**src/hdl/chan_five_defines.vh**
```
// constants for the channel five output control block
`ifndef CHAN_FIVE_DEFINES_VH
`define CHAN_FIVE_DEFINES_VH

// register indices (printed offsets are not all multiples of four)
`define REG_IDX_OUTPUT_CONTROL  8'h27
`define REG_IDX_OUTPUT_DIVIDER  8'h28
`define REG_IDX_CHANNEL_STATUS  8'h29
// byte addresses are four times the index
`define ADDR_OUTPUT_CONTROL     12'h09C
`define ADDR_OUTPUT_DIVIDER     12'h0A0
`define ADDR_CHANNEL_STATUS     12'h0A4

// control register fields
`define CTL_SRC_HI              7
`define CTL_SRC_LO              6
`define CTL_DRV_HI              5
`define CTL_DRV_LO              4
`define CTL_MODE1_HI            3
`define CTL_MODE1_LO            2
`define CTL_MODE2_HI            1
`define CTL_MODE2_LO            0

// reset values
`define RST_SOURCE              2'h0
`define RST_DRIVER              2'h1
`define RST_MODE1               2'h2
`define RST_MODE2               2'h0
`define RST_DIVIDER             8'h02

// source select codes
`define SRC_SYNTH_FIRST         2'h0
`define SRC_SYNTH_SECOND        2'h1
`define SRC_REF_PRIMARY         2'h2
`define SRC_REF_SECONDARY       2'h3

// driver select codes
`define DRV_DISABLED            2'h0
`define DRV_AC_DIFF             2'h1
`define DRV_HCSL                2'h2
`define DRV_LVCMOS              2'h3

// single-ended pin mode codes
`define PIN_OFF_TRISTATE        2'h0
`define PIN_OFF_LOW             2'h1
`define PIN_ON_INVERTED         2'h2
`define PIN_ON_TRUE             2'h3

// tail current settings in mA
`define TAIL_CODE0_MA           5'h04
`define TAIL_CODE1_MA           5'h06
`define TAIL_CODE2_MA           5'h08
`define TAIL_CODE3_MA           5'h10

// hcsl load settings in ohms, zero meaning tristate
`define LOAD_CODE0_OHM          8'h00
`define LOAD_CODE1_OHM          8'h32
`define LOAD_CODE2_OHM          8'h64
`define LOAD_CODE3_OHM          8'hC8

// ahb-lite encodings
`define HTRANS_NONSEQ           2'h2
`define HSIZE_WORD              3'h2
`define HRESP_OKAY              1'b0

`endif

```
**src/hdl/chan_post_divider.v**
```verilog
// post-divider for the channel clock, ratio code plus one
`timescale 1ns/1ps
`default_nettype none

`include "chan_five_defines.vh"

module chan_post_divider
(
    input  wire       hclk,
    input  wire       hresetn,
    input  wire       clk_in,
    input  wire       bypass,
    input  wire [7:0] div_code,
    output wire       clk_out
);

    // =========================================================
    // edge counter
    // =========================================================
    // clk_in is treated as a sampled level; a change of div_code takes
    // effect at the next wrap, which keeps the output free of runt pulses
    reg  [7:0] count;
    reg  [7:0] code_hold;
    reg        clk_in_last;
    reg        div_clk;
    wire       rise;

    assign rise = clk_in & ~clk_in_last;

    always @(posedge hclk or negedge hresetn)
    begin
        if (!hresetn)
        begin
            count       <= 8'h00;
            code_hold   <= `RST_DIVIDER;
            clk_in_last <= 1'b0;
            div_clk     <= 1'b0;
        end
        else
        begin
            clk_in_last <= clk_in;
            if (rise)
            begin
                // output high for the first half of code+1 input periods
                if (count == code_hold)
                begin
                    count     <= 8'h00;
                    code_hold <= div_code;
                    div_clk   <= 1'b1;
                end
                else
                begin
                    count   <= count + 8'h01;
                    div_clk <= ((count + 8'h01) <= (code_hold >> 1));
                end
            end
            else if (code_hold == 8'h00 && !clk_in)
            begin
                div_clk <= 1'b0;
            end
        end
    end

    // references skip the divider
    assign clk_out = bypass ? clk_in : div_clk;

endmodule

`default_nettype wire

```
**src/hdl/chan_pin_driver.v**
```verilog
// output pin driver for one channel: driver type and pin modes
`timescale 1ns/1ps
`default_nettype none

`include "chan_five_defines.vh"

module chan_pin_driver
(
    input  wire       clk_in,
    input  wire [1:0] driver_select,
    input  wire [1:0] driver_mode_first,
    input  wire [1:0] driver_mode_second,
    output reg        out_p,
    output reg        out_p_oe_n,
    output reg        out_n,
    output reg        out_n_oe_n,
    output reg        diff_enable,
    output reg        hcsl_enable,
    output reg  [4:0] tail_current_ma,
    output reg  [7:0] load_ohm
);

    function [1:0] pin_level;
        input [1:0] mode;
        input       clk;
        begin
            // bit 1 is the drive level, bit 0 the active-low enable
            case (mode)
                `PIN_OFF_TRISTATE: pin_level = 2'b01;
                `PIN_OFF_LOW:      pin_level = 2'b00;
                `PIN_ON_INVERTED:  pin_level = {~clk, 1'b0};
                default:           pin_level = {clk, 1'b0};
            endcase
        end
    endfunction

    reg [1:0] lvl_p;
    reg [1:0] lvl_n;

    always @*
    begin
        lvl_p           = pin_level(driver_mode_first, clk_in);
        lvl_n           = pin_level(driver_mode_second, clk_in);
        out_p           = 1'b0;
        out_p_oe_n      = 1'b1;
        out_n           = 1'b0;
        out_n_oe_n      = 1'b1;
        diff_enable     = 1'b0;
        hcsl_enable     = 1'b0;
        tail_current_ma = 5'h00;
        load_ohm        = `LOAD_CODE0_OHM;
        case (driver_select)
            `DRV_LVCMOS:
            begin
                out_p      = lvl_p[1];
                out_p_oe_n = lvl_p[0];
                out_n      = lvl_n[1];
                out_n_oe_n = lvl_n[0];
            end
            `DRV_AC_DIFF, `DRV_HCSL:
            begin
                diff_enable = 1'b1;
                hcsl_enable = (driver_select == `DRV_HCSL);
                out_p       = clk_in;
                out_n       = ~clk_in;
                out_p_oe_n  = 1'b0;
                out_n_oe_n  = 1'b0;
                case (driver_mode_first)
                    2'h0:    tail_current_ma = `TAIL_CODE0_MA;
                    2'h1:    tail_current_ma = `TAIL_CODE1_MA;
                    2'h2:    tail_current_ma = `TAIL_CODE2_MA;
                    default: tail_current_ma = `TAIL_CODE3_MA;
                endcase
                if (driver_select == `DRV_HCSL)
                begin
                    case (driver_mode_second)
                        2'h0:    load_ohm = `LOAD_CODE0_OHM;
                        2'h1:    load_ohm = `LOAD_CODE1_OHM;
                        2'h2:    load_ohm = `LOAD_CODE2_OHM;
                        default: load_ohm = `LOAD_CODE3_OHM;
                    endcase
                end
            end
            default:
            begin
                out_p = 1'b0;
            end
        endcase
    end

endmodule

`default_nettype wire

```
**src/hdl/output_channel_five_control.v**
```verilog
// channel five output control: ahb-lite registers, source mux, divider, driver
`timescale 1ns/1ps
`default_nettype none

`include "chan_five_defines.vh"

// Behaviour
// - source field 0..3 picks first synth, second synth, primary ref, secondary ref
// - driver select 0..3: disabled, ac differential, hcsl, lvcmos
// - lvcmos positive pin follows first mode: tristate, low, inverted, true
// - lvcmos negative pin follows second mode with the same code meanings
// - channel clock divided by divider field plus one, 1 to 256
// - divider used only for synthesizer sources, references bypass it
// - divider resets to 0x02, ratio three, also in startup image
module output_channel_five_control
(
    input  wire        hclk,
    input  wire        hresetn,
    // ahb-lite slave
    input  wire        hsel,
    input  wire [11:0] haddr,
    input  wire [1:0]  htrans,
    input  wire        hwrite,
    input  wire [2:0]  hsize,
    input  wire [31:0] hwdata,
    input  wire        hready,
    output wire        hreadyout,
    output wire        hresp,
    output reg  [31:0] hrdata,
    // clock sources; synthesizers sampled as levels by the divider, references passed straight through
    input  wire        first_synthesizer,
    input  wire        second_synthesizer,
    input  wire        ref_primary,
    input  wire        ref_secondary,
    // startup image of the two registers
    input  wire        image_load,
    input  wire [7:0]  image_control,
    input  wire [7:0]  image_divider,
    output wire [7:0]  image_divider_store,
    // output pins and driver settings
    output wire        out_p,
    output wire        out_p_oe_n,
    output wire        out_n,
    output wire        out_n_oe_n,
    output wire        diff_enable,
    output wire        hcsl_enable,
    output wire [4:0]  tail_current_ma,
    output wire [7:0]  load_ohm
);

    // =========================================================
    // registers
    // =========================================================
    reg  [1:0] chan_source_select;
    reg  [1:0] driver_select;
    reg  [1:0] driver_mode_first;
    reg  [1:0] driver_mode_second;
    reg  [7:0] divider_code;

    wire [7:0] control_value;
    assign control_value = {chan_source_select, driver_select,
                            driver_mode_first, driver_mode_second};

    // =========================================================
    // ahb-lite slave
    // =========================================================
    // zero wait state: every access completes in its first data-phase cycle
    reg        dp_write;
    reg [11:0] dp_addr;
    wire       take;

    // sub-word transfers are not taken: each register fills one whole word
    assign take      = hsel & hready & (htrans == `HTRANS_NONSEQ) &
                       (hsize == `HSIZE_WORD);
    assign hreadyout = 1'b1;
    assign hresp     = `HRESP_OKAY;

    always @(posedge hclk or negedge hresetn)
    begin
        if (!hresetn)
        begin
            dp_write <= 1'b0;
            dp_addr  <= 12'h000;
        end
        else if (hready)
        begin
            dp_write <= take & hwrite;
            dp_addr  <= haddr;
        end
    end

    function [31:0] read_mux;
        input [11:0] addr;
        input [7:0]  ctl;
        input [7:0]  dvd;
        input [7:0]  sts;
        begin
            if (addr == `ADDR_OUTPUT_CONTROL)
                read_mux = {24'h00_0000, ctl};
            else if (addr == `ADDR_OUTPUT_DIVIDER)
                read_mux = {24'h00_0000, dvd};
            else if (addr == `ADDR_CHANNEL_STATUS)
                read_mux = {24'h00_0000, sts};
            else
                read_mux = 32'h0000_0000;
        end
    endfunction

    // =========================================================
    // register writes and startup image load
    // =========================================================
    // next_ values carry the write completing in this cycle, so a read
    // taken at the same edge already returns the new contents
    reg  [7:0] next_control;
    reg  [7:0] next_divider;

    always @*
    begin
        next_control = control_value;
        next_divider = divider_code;
        if (dp_write && dp_addr == `ADDR_OUTPUT_CONTROL)
        begin
            next_control = hwdata[7:0];
        end
        else if (dp_write && dp_addr == `ADDR_OUTPUT_DIVIDER)
        begin
            next_divider = hwdata[7:0];
        end
        else if (image_load)
        begin
            // a bus write in the same cycle wins over the image load
            next_control = image_control;
            next_divider = image_divider;
        end
    end

    always @(posedge hclk or negedge hresetn)
    begin
        if (!hresetn)
        begin
            chan_source_select <= `RST_SOURCE;
            driver_select      <= `RST_DRIVER;
            driver_mode_first  <= `RST_MODE1;
            driver_mode_second <= `RST_MODE2;
            divider_code       <= `RST_DIVIDER;
        end
        else
        begin
            chan_source_select <= next_control[`CTL_SRC_HI:`CTL_SRC_LO];
            driver_select      <= next_control[`CTL_DRV_HI:`CTL_DRV_LO];
            driver_mode_first  <= next_control[`CTL_MODE1_HI:`CTL_MODE1_LO];
            driver_mode_second <= next_control[`CTL_MODE2_HI:`CTL_MODE2_LO];
            divider_code       <= next_divider;
        end
    end

    // the image keeps the live divider so a save captures it
    assign image_divider_store = divider_code;

    // =========================================================
    // source selection
    // =========================================================
    reg  source_clk;
    wire from_synth;

    always @*
    begin
        case (chan_source_select)
            `SRC_SYNTH_FIRST:  source_clk = first_synthesizer;
            `SRC_SYNTH_SECOND: source_clk = second_synthesizer;
            `SRC_REF_PRIMARY:  source_clk = ref_primary;
            default:           source_clk = ref_secondary;
        endcase
    end

    assign from_synth = (chan_source_select == `SRC_SYNTH_FIRST) |
                        (chan_source_select == `SRC_SYNTH_SECOND);

    wire chan_clk;

    chan_post_divider u_div
    (
        .hclk     (hclk),
        .hresetn  (hresetn),
        .clk_in   (source_clk),
        .bypass   (~from_synth),
        .div_code (divider_code),
        .clk_out  (chan_clk)
    );

    chan_pin_driver u_drv
    (
        .clk_in             (chan_clk),
        .driver_select      (driver_select),
        .driver_mode_first  (driver_mode_first),
        .driver_mode_second (driver_mode_second),
        .out_p              (out_p),
        .out_p_oe_n         (out_p_oe_n),
        .out_n              (out_n),
        .out_n_oe_n         (out_n_oe_n),
        .diff_enable        (diff_enable),
        .hcsl_enable        (hcsl_enable),
        .tail_current_ma    (tail_current_ma),
        .load_ohm           (load_ohm)
    );

    // =========================================================
    // read data
    // =========================================================
    // status: bit0 divider in use, bit1 current channel clock level
    wire [7:0] status_value;
    assign status_value = {6'h00, chan_clk, from_synth};

    always @(posedge hclk or negedge hresetn)
    begin
        if (!hresetn)
            hrdata <= 32'h0000_0000;
        else if (take && !hwrite)
            hrdata <= read_mux(haddr, next_control, next_divider, status_value);
    end

endmodule

`default_nettype wire

```
**config.mk**
```make
export PLATFORM = sky130hd
export DESIGN_NAME = output_channel_five_control
export DESIGN_NICKNAME = d
export VERILOG_FILES = /design/src/hdl/chan_post_divider.v /design/src/hdl/chan_pin_driver.v /design/src/hdl/output_channel_five_control.v
export VERILOG_INCLUDE_DIRS = /design/src /design/src/hdl
export SDC_FILE = /design/constraint.sdc
export NUM_CORES = 1
export LEC_CHECK = 0
export BUFFER_PORTS_ARGS = -buffer_cell sky130_fd_sc_hd__buf_2
export CAP_MARGIN = 20
export CORE_UTILIZATION = 53
export CTS_CLUSTER_DIAMETER = 200
export CTS_CLUSTER_SIZE = 10
export DETAILED_ROUTE_END_ITERATION = 16
export HOLD_SLACK_MARGIN = 0.02
export PLACE_DENSITY_LB_ADDON = 0.15
export SETUP_SLACK_MARGIN = 0.05
export SLEW_MARGIN = 25
export SYNTH_ARGS = -nofsm -noshare
export SYNTH_HDL_FRONTEND = slang
export SYNTH_SLANG_ARGS = --single-unit
```
**constraint.sdc**
```tcl
create_clock -name hclk -period 5.7 [get_ports hclk]
set_clock_uncertainty 0.15 [all_clocks]
set_input_delay 0.855 -clock hclk [delete_from_list [all_inputs] [get_ports hclk]]
set_output_delay 0.855 -clock hclk [all_outputs]
set_load 0.005 [all_outputs]
```
======== Yosys cells after proc, flatten, opt, wreduce, memory -nomap -nowiden ========
Cells that the tools add are included.
word-level totals
  bits in registers ....................... 79
  input port bits ......................... 75
  output and inout bits ................... 61
  word-level logic and storage cells ...... 80
operators by class
  add/subtract/negate cells ............... 1
  $lt $le $gt $ge ......................... 1
  eq/ne operators ......................... 17
  multiplexer cells ....................... 28
  bitwise logic cells ..................... 8
  reductions and logical operators ........ 13
operators by type and width
  operator                                              number
  2-to-1 mux 8 bit                                      11
  equality test 12 x 8 -> 1 bit, second input constant  5
  case mux 8 bit (3 select lines)                       1
  case mux 5 bit (3 select lines)                       1
  equality test 2 bit, second input constant            6
  case mux 2 bit (3 select lines)                       2
  adder 8 x 1 -> 8 bit, second input constant           1
  equality test 2 x 1 -> 1 bit, second input constant   4
  equality test 8 bit                                   1
  <= comparator 8 x 7 -> 1 bit                          1
  logical NOT 8 bit                                     1
  case mux 1 bit (2 select lines)                       4
  logical NOT 2 bit                                     3
  2-to-1 mux 1 bit                                      6
  AND 1 bit                                             5
  2-to-1 mux 5 bit                                      1
  logical AND 1 bit                                     4
  equality test 3 x 2 -> 1 bit, second input constant   1
  case mux 1 bit (3 select lines)                       1
  logical NOT 1 bit                                     2
  2-to-1 mux 2 bit                                      1
  NOT 1 bit                                             2
  AND reduction 2 bit                                   1
  nonzero test 2 bit                                    1
  2 further kinds                                       2

======== Depth between registers and ports, before layout ========
  depth after elaboration ................. 6
  mapped depth ............................ 10
  mapped depth without buffers ............ 10

======== Hierarchy ========
Synthesis repeated with hierarchy kept, for this count alone.
second synthesis, totals
  cells, all modules ...................... 382
  area, all modules ....................... 3,689.8 µm²
modules (own cells, without submodules)
  module                       times used  cells an instance  area an instance (µm²)  sequential area each (µm²)
  output_channel_five_control  1           220                2,208.4                 929.6
  chan_post_divider            1           122                1,187.4                 451.7
  chan_pin_driver              1           40                 294.0                   0.0

======== Worst setup path after synthesis ========
Ideal clock, no wire load.
  kind .................................... input to output
  start ................................... input port ref_secondary
  end ..................................... output port out_n
  arrival ................................. 1,728 ps
  required time ........................... 4,695 ps
  path slack .............................. 2,967 ps
  cell stages on the path ................. 6
  path buffers ............................ 0
  cells stage by stage .................... mux2i_1 > nand2_1 > o21ai_2 > mux2_2 > a22oi_1 > nor2_1
between the ends
  word-level cells in the longest chain between the ends .. 5
ends and longest elaborated chain
  what                                 line                                        source
  start, declared                      output_channel_five_control.v:34            input wire ref_secondary,
  case mux 1 bit (3 select lines) (*)  output_channel_five_control.v:168           case (chan_source_select)
  2-to-1 mux 1 bit (*)                 chan_post_divider.v:65                      assign clk_out = bypass ? clk_in : div_clk;
  NOT 1 bit                            chan_pin_driver.v:31, chan_pin_driver.v:65
  case mux 2 bit (3 select lines)      chan_pin_driver.v:28                        case (mode)
  case mux 1 bit (2 select lines) (*)  chan_pin_driver.v:52                        case (driver_select)
  end, declared                        output_channel_five_control.v:43            output wire out_n,
Mark *: on every way between the ends. The rest lies on a longest branch, timed or not.

======== Worst setup path in the final report ========
Same ends and word-level chain as after synthesis.

==> Implementation_results.wiki <==
{| class="wikitable"
! Metric !! Value
|-
| Outcome || completed
|-
| Die span in x || 82.8 um
|-
| Slowest-stage cell, CP || sky130_fd_sc_hd__mux2_2
|-
| Worst hold slack across all endpoints || 0.368 ns
|-
| Die area || 6860 um2
|-
| Rel. slew slack || 0.348
|-
| Number of distinct library cell variants in the gate-level netlist after synthesis || 61
|-
| # resized after CTS || 0
|-
| Crit path buffers/inverters || 2
|-
| Sequential area share after synthesis || 0.399
|-
| Final weighted congestion of routability-driven global placement || 0.917
|-
| Wire length on met2 || around 3500 um
|-
| Clock Root Buffer || sky130_fd_sc_hd__clkbuf_8
|-
| Non-filler cells in the finished layout || 496
|-
| Effective utilization at floorplan || 0.549
|-
| Crit path cell chain || buf_2 -> mux2i_1 -> nand2_1 -> o21ai_2 -> mux2_2 -> a22oi_1 -> nor2_1 -> buf_2
|-
| Count of H-tree levels built during CTS || 2
|-
| Max Clk Rate || 0.320 GHz
|-
| Area fraction of the dominant cell type after synthesis || 0.368
|-
| Most frequent cell on the critical path || sky130_fd_sc_hd__buf_2
|-
| Relative contribution of combinational cells to total power || 0.314
|-
| Setup CP Type || primary input to output pin
|-
| Number of global-route vias before repair || 2580
|-
| Flip-flop and latch count after synthesis || 55
|-
| Maximum net fanout on the critical path || 5
|-
| Routed len/inst || ~15 um
|-
| Final slew viol count || 0
|-
| Slew @ Worst Pin || 0.973 ns
|-
| CTS buffer count || 5
|-
| Clk network pwr share || 0.201
|-
| Sequential share of power || 0.485
|-
| Min Clock Period, post-route || 3.12 ns
|-
| Share of cells above drive strength 1 || 0.298
|-
| Number of hold-slack violations in the final timing report || 0
|-
| Crit start category || primary input
|-
| Global-route wire length before repair || 12600 um
|-
| Std cell rows || 29
|-
| Final setup slack of the worst path || 2.58 ns
|-
| Post-route fraction of the period consumed by the critical path || 0.548
|-
| Arrival time of data at the critical path endpoint || 2.12 ns
|-
| Clock latency of the later-clocked register in the worst-skew pair || 0.31 ns
|-
| Via density per instance || 5.37
|-
| Switching power total || about 0.00038 W
|-
| Placeable core region || 6310 um2
|-
| Length of routed met3 wiring || 315 um
|-
| Power consumption || 0.00109 W
|-
| Fraction of registers with async set/reset || 1.00
|-
| Vias after detailed routing || 2664
|-
| Internal Power || between 0.0007 and 0.0008 W
|-
| Number of nets in the layout || around 510
|-
| Setup WS pre-CTS || approximately 2.6 ns
|-
| Number of fill cells in the layout || 579
|-
| Setup repair after global routing missed its margin || false
|-
| Buffers added on ports || 83
|-
| Post-synthesis instance area || 3460 um2
|-
| Area growth syn-to-layout || 12.1%
|-
| Drc violations || 0
|-
| Uppermost layer routed || met4
|-
| Endpoint type of the worst setup path || output pin
|-
| Count of boundary I/O pins || roughly 140
|-
| Post-synthesis instance total || 343
|-
| Total length of routed wires || between 7000 and 8000 um
|-
| Area occupied by multi-input gates || 1830 um2
|-
| Maximum Capacitance Violations || 0
|-
| Cell Pwr Density || 282 nW/um2
|-
| Die H || 82.8 um
|-
| Post-Synthesis Mean Instance Area || a little over 10 um2
|-
| Buffers inserted by post-CTS timing repair || 0
|-
| Drt first pass iters || 4
|-
| Hold bufs inserted after CTS || 0
|-
| Total negative slack || 0 ns
|-
| Most frequently used flop master after synthesis || sky130_fd_sc_hd__dfrtp_1
|-
| Total of warnings raised by yosys || 0
|-
| First DRT Iteration DRCs || 84
|-
| Largest net degree at the start of global routing || 56
|-
| Tot GR Track Use || 0.225
|-
| Sum of net half-perimeters after detailed placement || 5780 um
|-
| Number of nets with antenna violations after routing || 0
|-
| Clock tree from TritonCTS || done
|-
| Routed metal-1 wire length || around 3500 um
|-
| Worst endpoint required time || between 4 and 5 ns
|-
| Reg area || 1380 um2
|-
| Total inserted antenna cells || 0
|-
| Longest individual stage delay on the worst path || 0.37 ns
|-
| Clock-pin transition on the worst setup and hold timing paths || around 0.11 ns
|-
| Largest cells by area after synthesis || sky130_fd_sc_hd__dfrtp_1, sky130_fd_sc_hd__buf_4, sky130_fd_sc_hd__ha_1
|-
| Static power due to leakage || 1.93 nW
|-
| Synth area leader || sky130_fd_sc_hd__dfrtp_1
|-
| Number of enable-type register cells in the synthesized netlist || 0
|-
| Clock sink count || 55
|-
| Fraction of power spent switching nets || 0.350
|-
| Worst min path class || flip-flop to flip-flop
|-
| Total placed cells including tap cells || slightly below 500
|-
| Deepest clock path buffer count || 2
|-
| Initial antenna violation count || 0
|-
| GR Overflow Total || 0
|-
| Largest voltage drop on the vdd net || 0.150 mV
|-
| Setup-violating endpoint count in the final report || 0
|-
| Critical path's top delay family || multiplexers
|}
==> layout make-up <==
class / instances / area share
timing repair buffer: 84 / 0.109
clock inverter: 2 / 0.00419
inverter: 13 / 0.0161
sequential: 55 / 0.356
tap: 77 / 0.0248
multi-input combinational: 259 / 0.472
clock buffer: 6 / 0.0187
==> logic make-up (layout without fill, tap and decap cells) <==
| kind of cell | count (synthesis) | in the layout | share of synthesized area |
|---|---|---|---|
| flip-flops | 55 | 55 | 0.399 |
| buffers and inverters | 55 | 105 | 0.100 |
| AND/OR/NAND/NOR | 99 | 99 | 0.177 |
| AO/OA/AOI/OAI | 75 | 75 | 0.145 |
| multiplexers | 26 | 26 | 0.0806 |
| other | 2 | 28 | 0.00217 |
| XOR/XNOR | 15 | 15 | 0.0379 |
| adder cells (fa/ha/maj) | 16 | 16 | 0.0578 |
==> cell usage after synthesis, types with 8 or more instances <==
cell / count
sky130_fd_sc_hd__mux2i_1: 11
sky130_fd_sc_hd__nor2_1: 26
sky130_fd_sc_hd__nand2_1: 22
sky130_fd_sc_hd__mux2_2: 13
sky130_fd_sc_hd__inv_1: 12
sky130_fd_sc_hd__ha_1: 16
sky130_fd_sc_hd__dfrtp_1: 51
sky130_fd_sc_hd__o22ai_1: 8
sky130_fd_sc_hd__a21oi_1: 17
sky130_fd_sc_hd__buf_4: 31
sky130_fd_sc_hd__xnor2_1: 10
sky130_fd_sc_hd__o21ai_1: 15
==> power by group through the flow <==
stage                     clock [W]  combinational (W)  sequential [W]
after detailed placement          0           0.000342        0.000537
after global placement            0           0.000332        0.000535
final                      0.000220           0.000344        0.000531
after floorplan                   0           0.000268        0.000511
after global routing       0.000240           0.000389        0.000541
after CTS                  0.000226           0.000344        0.000531
==> worst paths after layout <==
check	slack [ns]	endpoint	cells past startpoint	startpoint
worst max-delay path	2.58	out_n	8	ref_secondary
worst min-delay path	0.37	u_div.code_hold[0]	1	image_divider_store[0]
worst max register to register	2.93	u_div.code_hold[0]	5	chan_source_select[0]
worst min register to register	0.37	u_div.code_hold[0]	1	image_divider_store[0]
max in group asynchronous	4.42	image_divider_store[7]	2	hresetn
min in group asynchronous	0.52	hrdata[1]	2	hresetn
==> layout by cell type (no fill, tap or decap), drive strengths merged, types with 10 or more instances in the layout <==
master,count
buf,84
dfrtp,51
conb,28
nor2,26
nand2,22
o21ai,21
a21oi,17
ha,16
mux2,15
inv,13
mux2i,11
xnor2,10
==> per-stage QoR <==
step	area, um2	util
5_1_grt	3880	0.615
6_report	3880	0.615
4_1_cts	3880	0.615
3_5_place_dp	3790	0.601
2_1_floorplan	3560	-
3_3_place_gp	3790	0.601
==> routing by layer <==
layer	up-vias	GRT usage
li1	1311	-
met1	1262	0.310
met2	85	0.375
met3	6	0.0348
met4	0	0.0517
met5	-	0
==> state kept, by name, summed over array words and instances, names as in the netlist <==
register             count
u_div.code_hold          8
chan_source_select       2
driver_mode_first        2
image_divider_store      8
u_div.count              8
driver_mode_second       2
dp_addr                 12
u_div.clk_in_last        1
u_div.div_clk            1
dp_write                 1
hrdata                   8
driver_select            2
No activity file was read; power rests on OpenSTA's default activity.
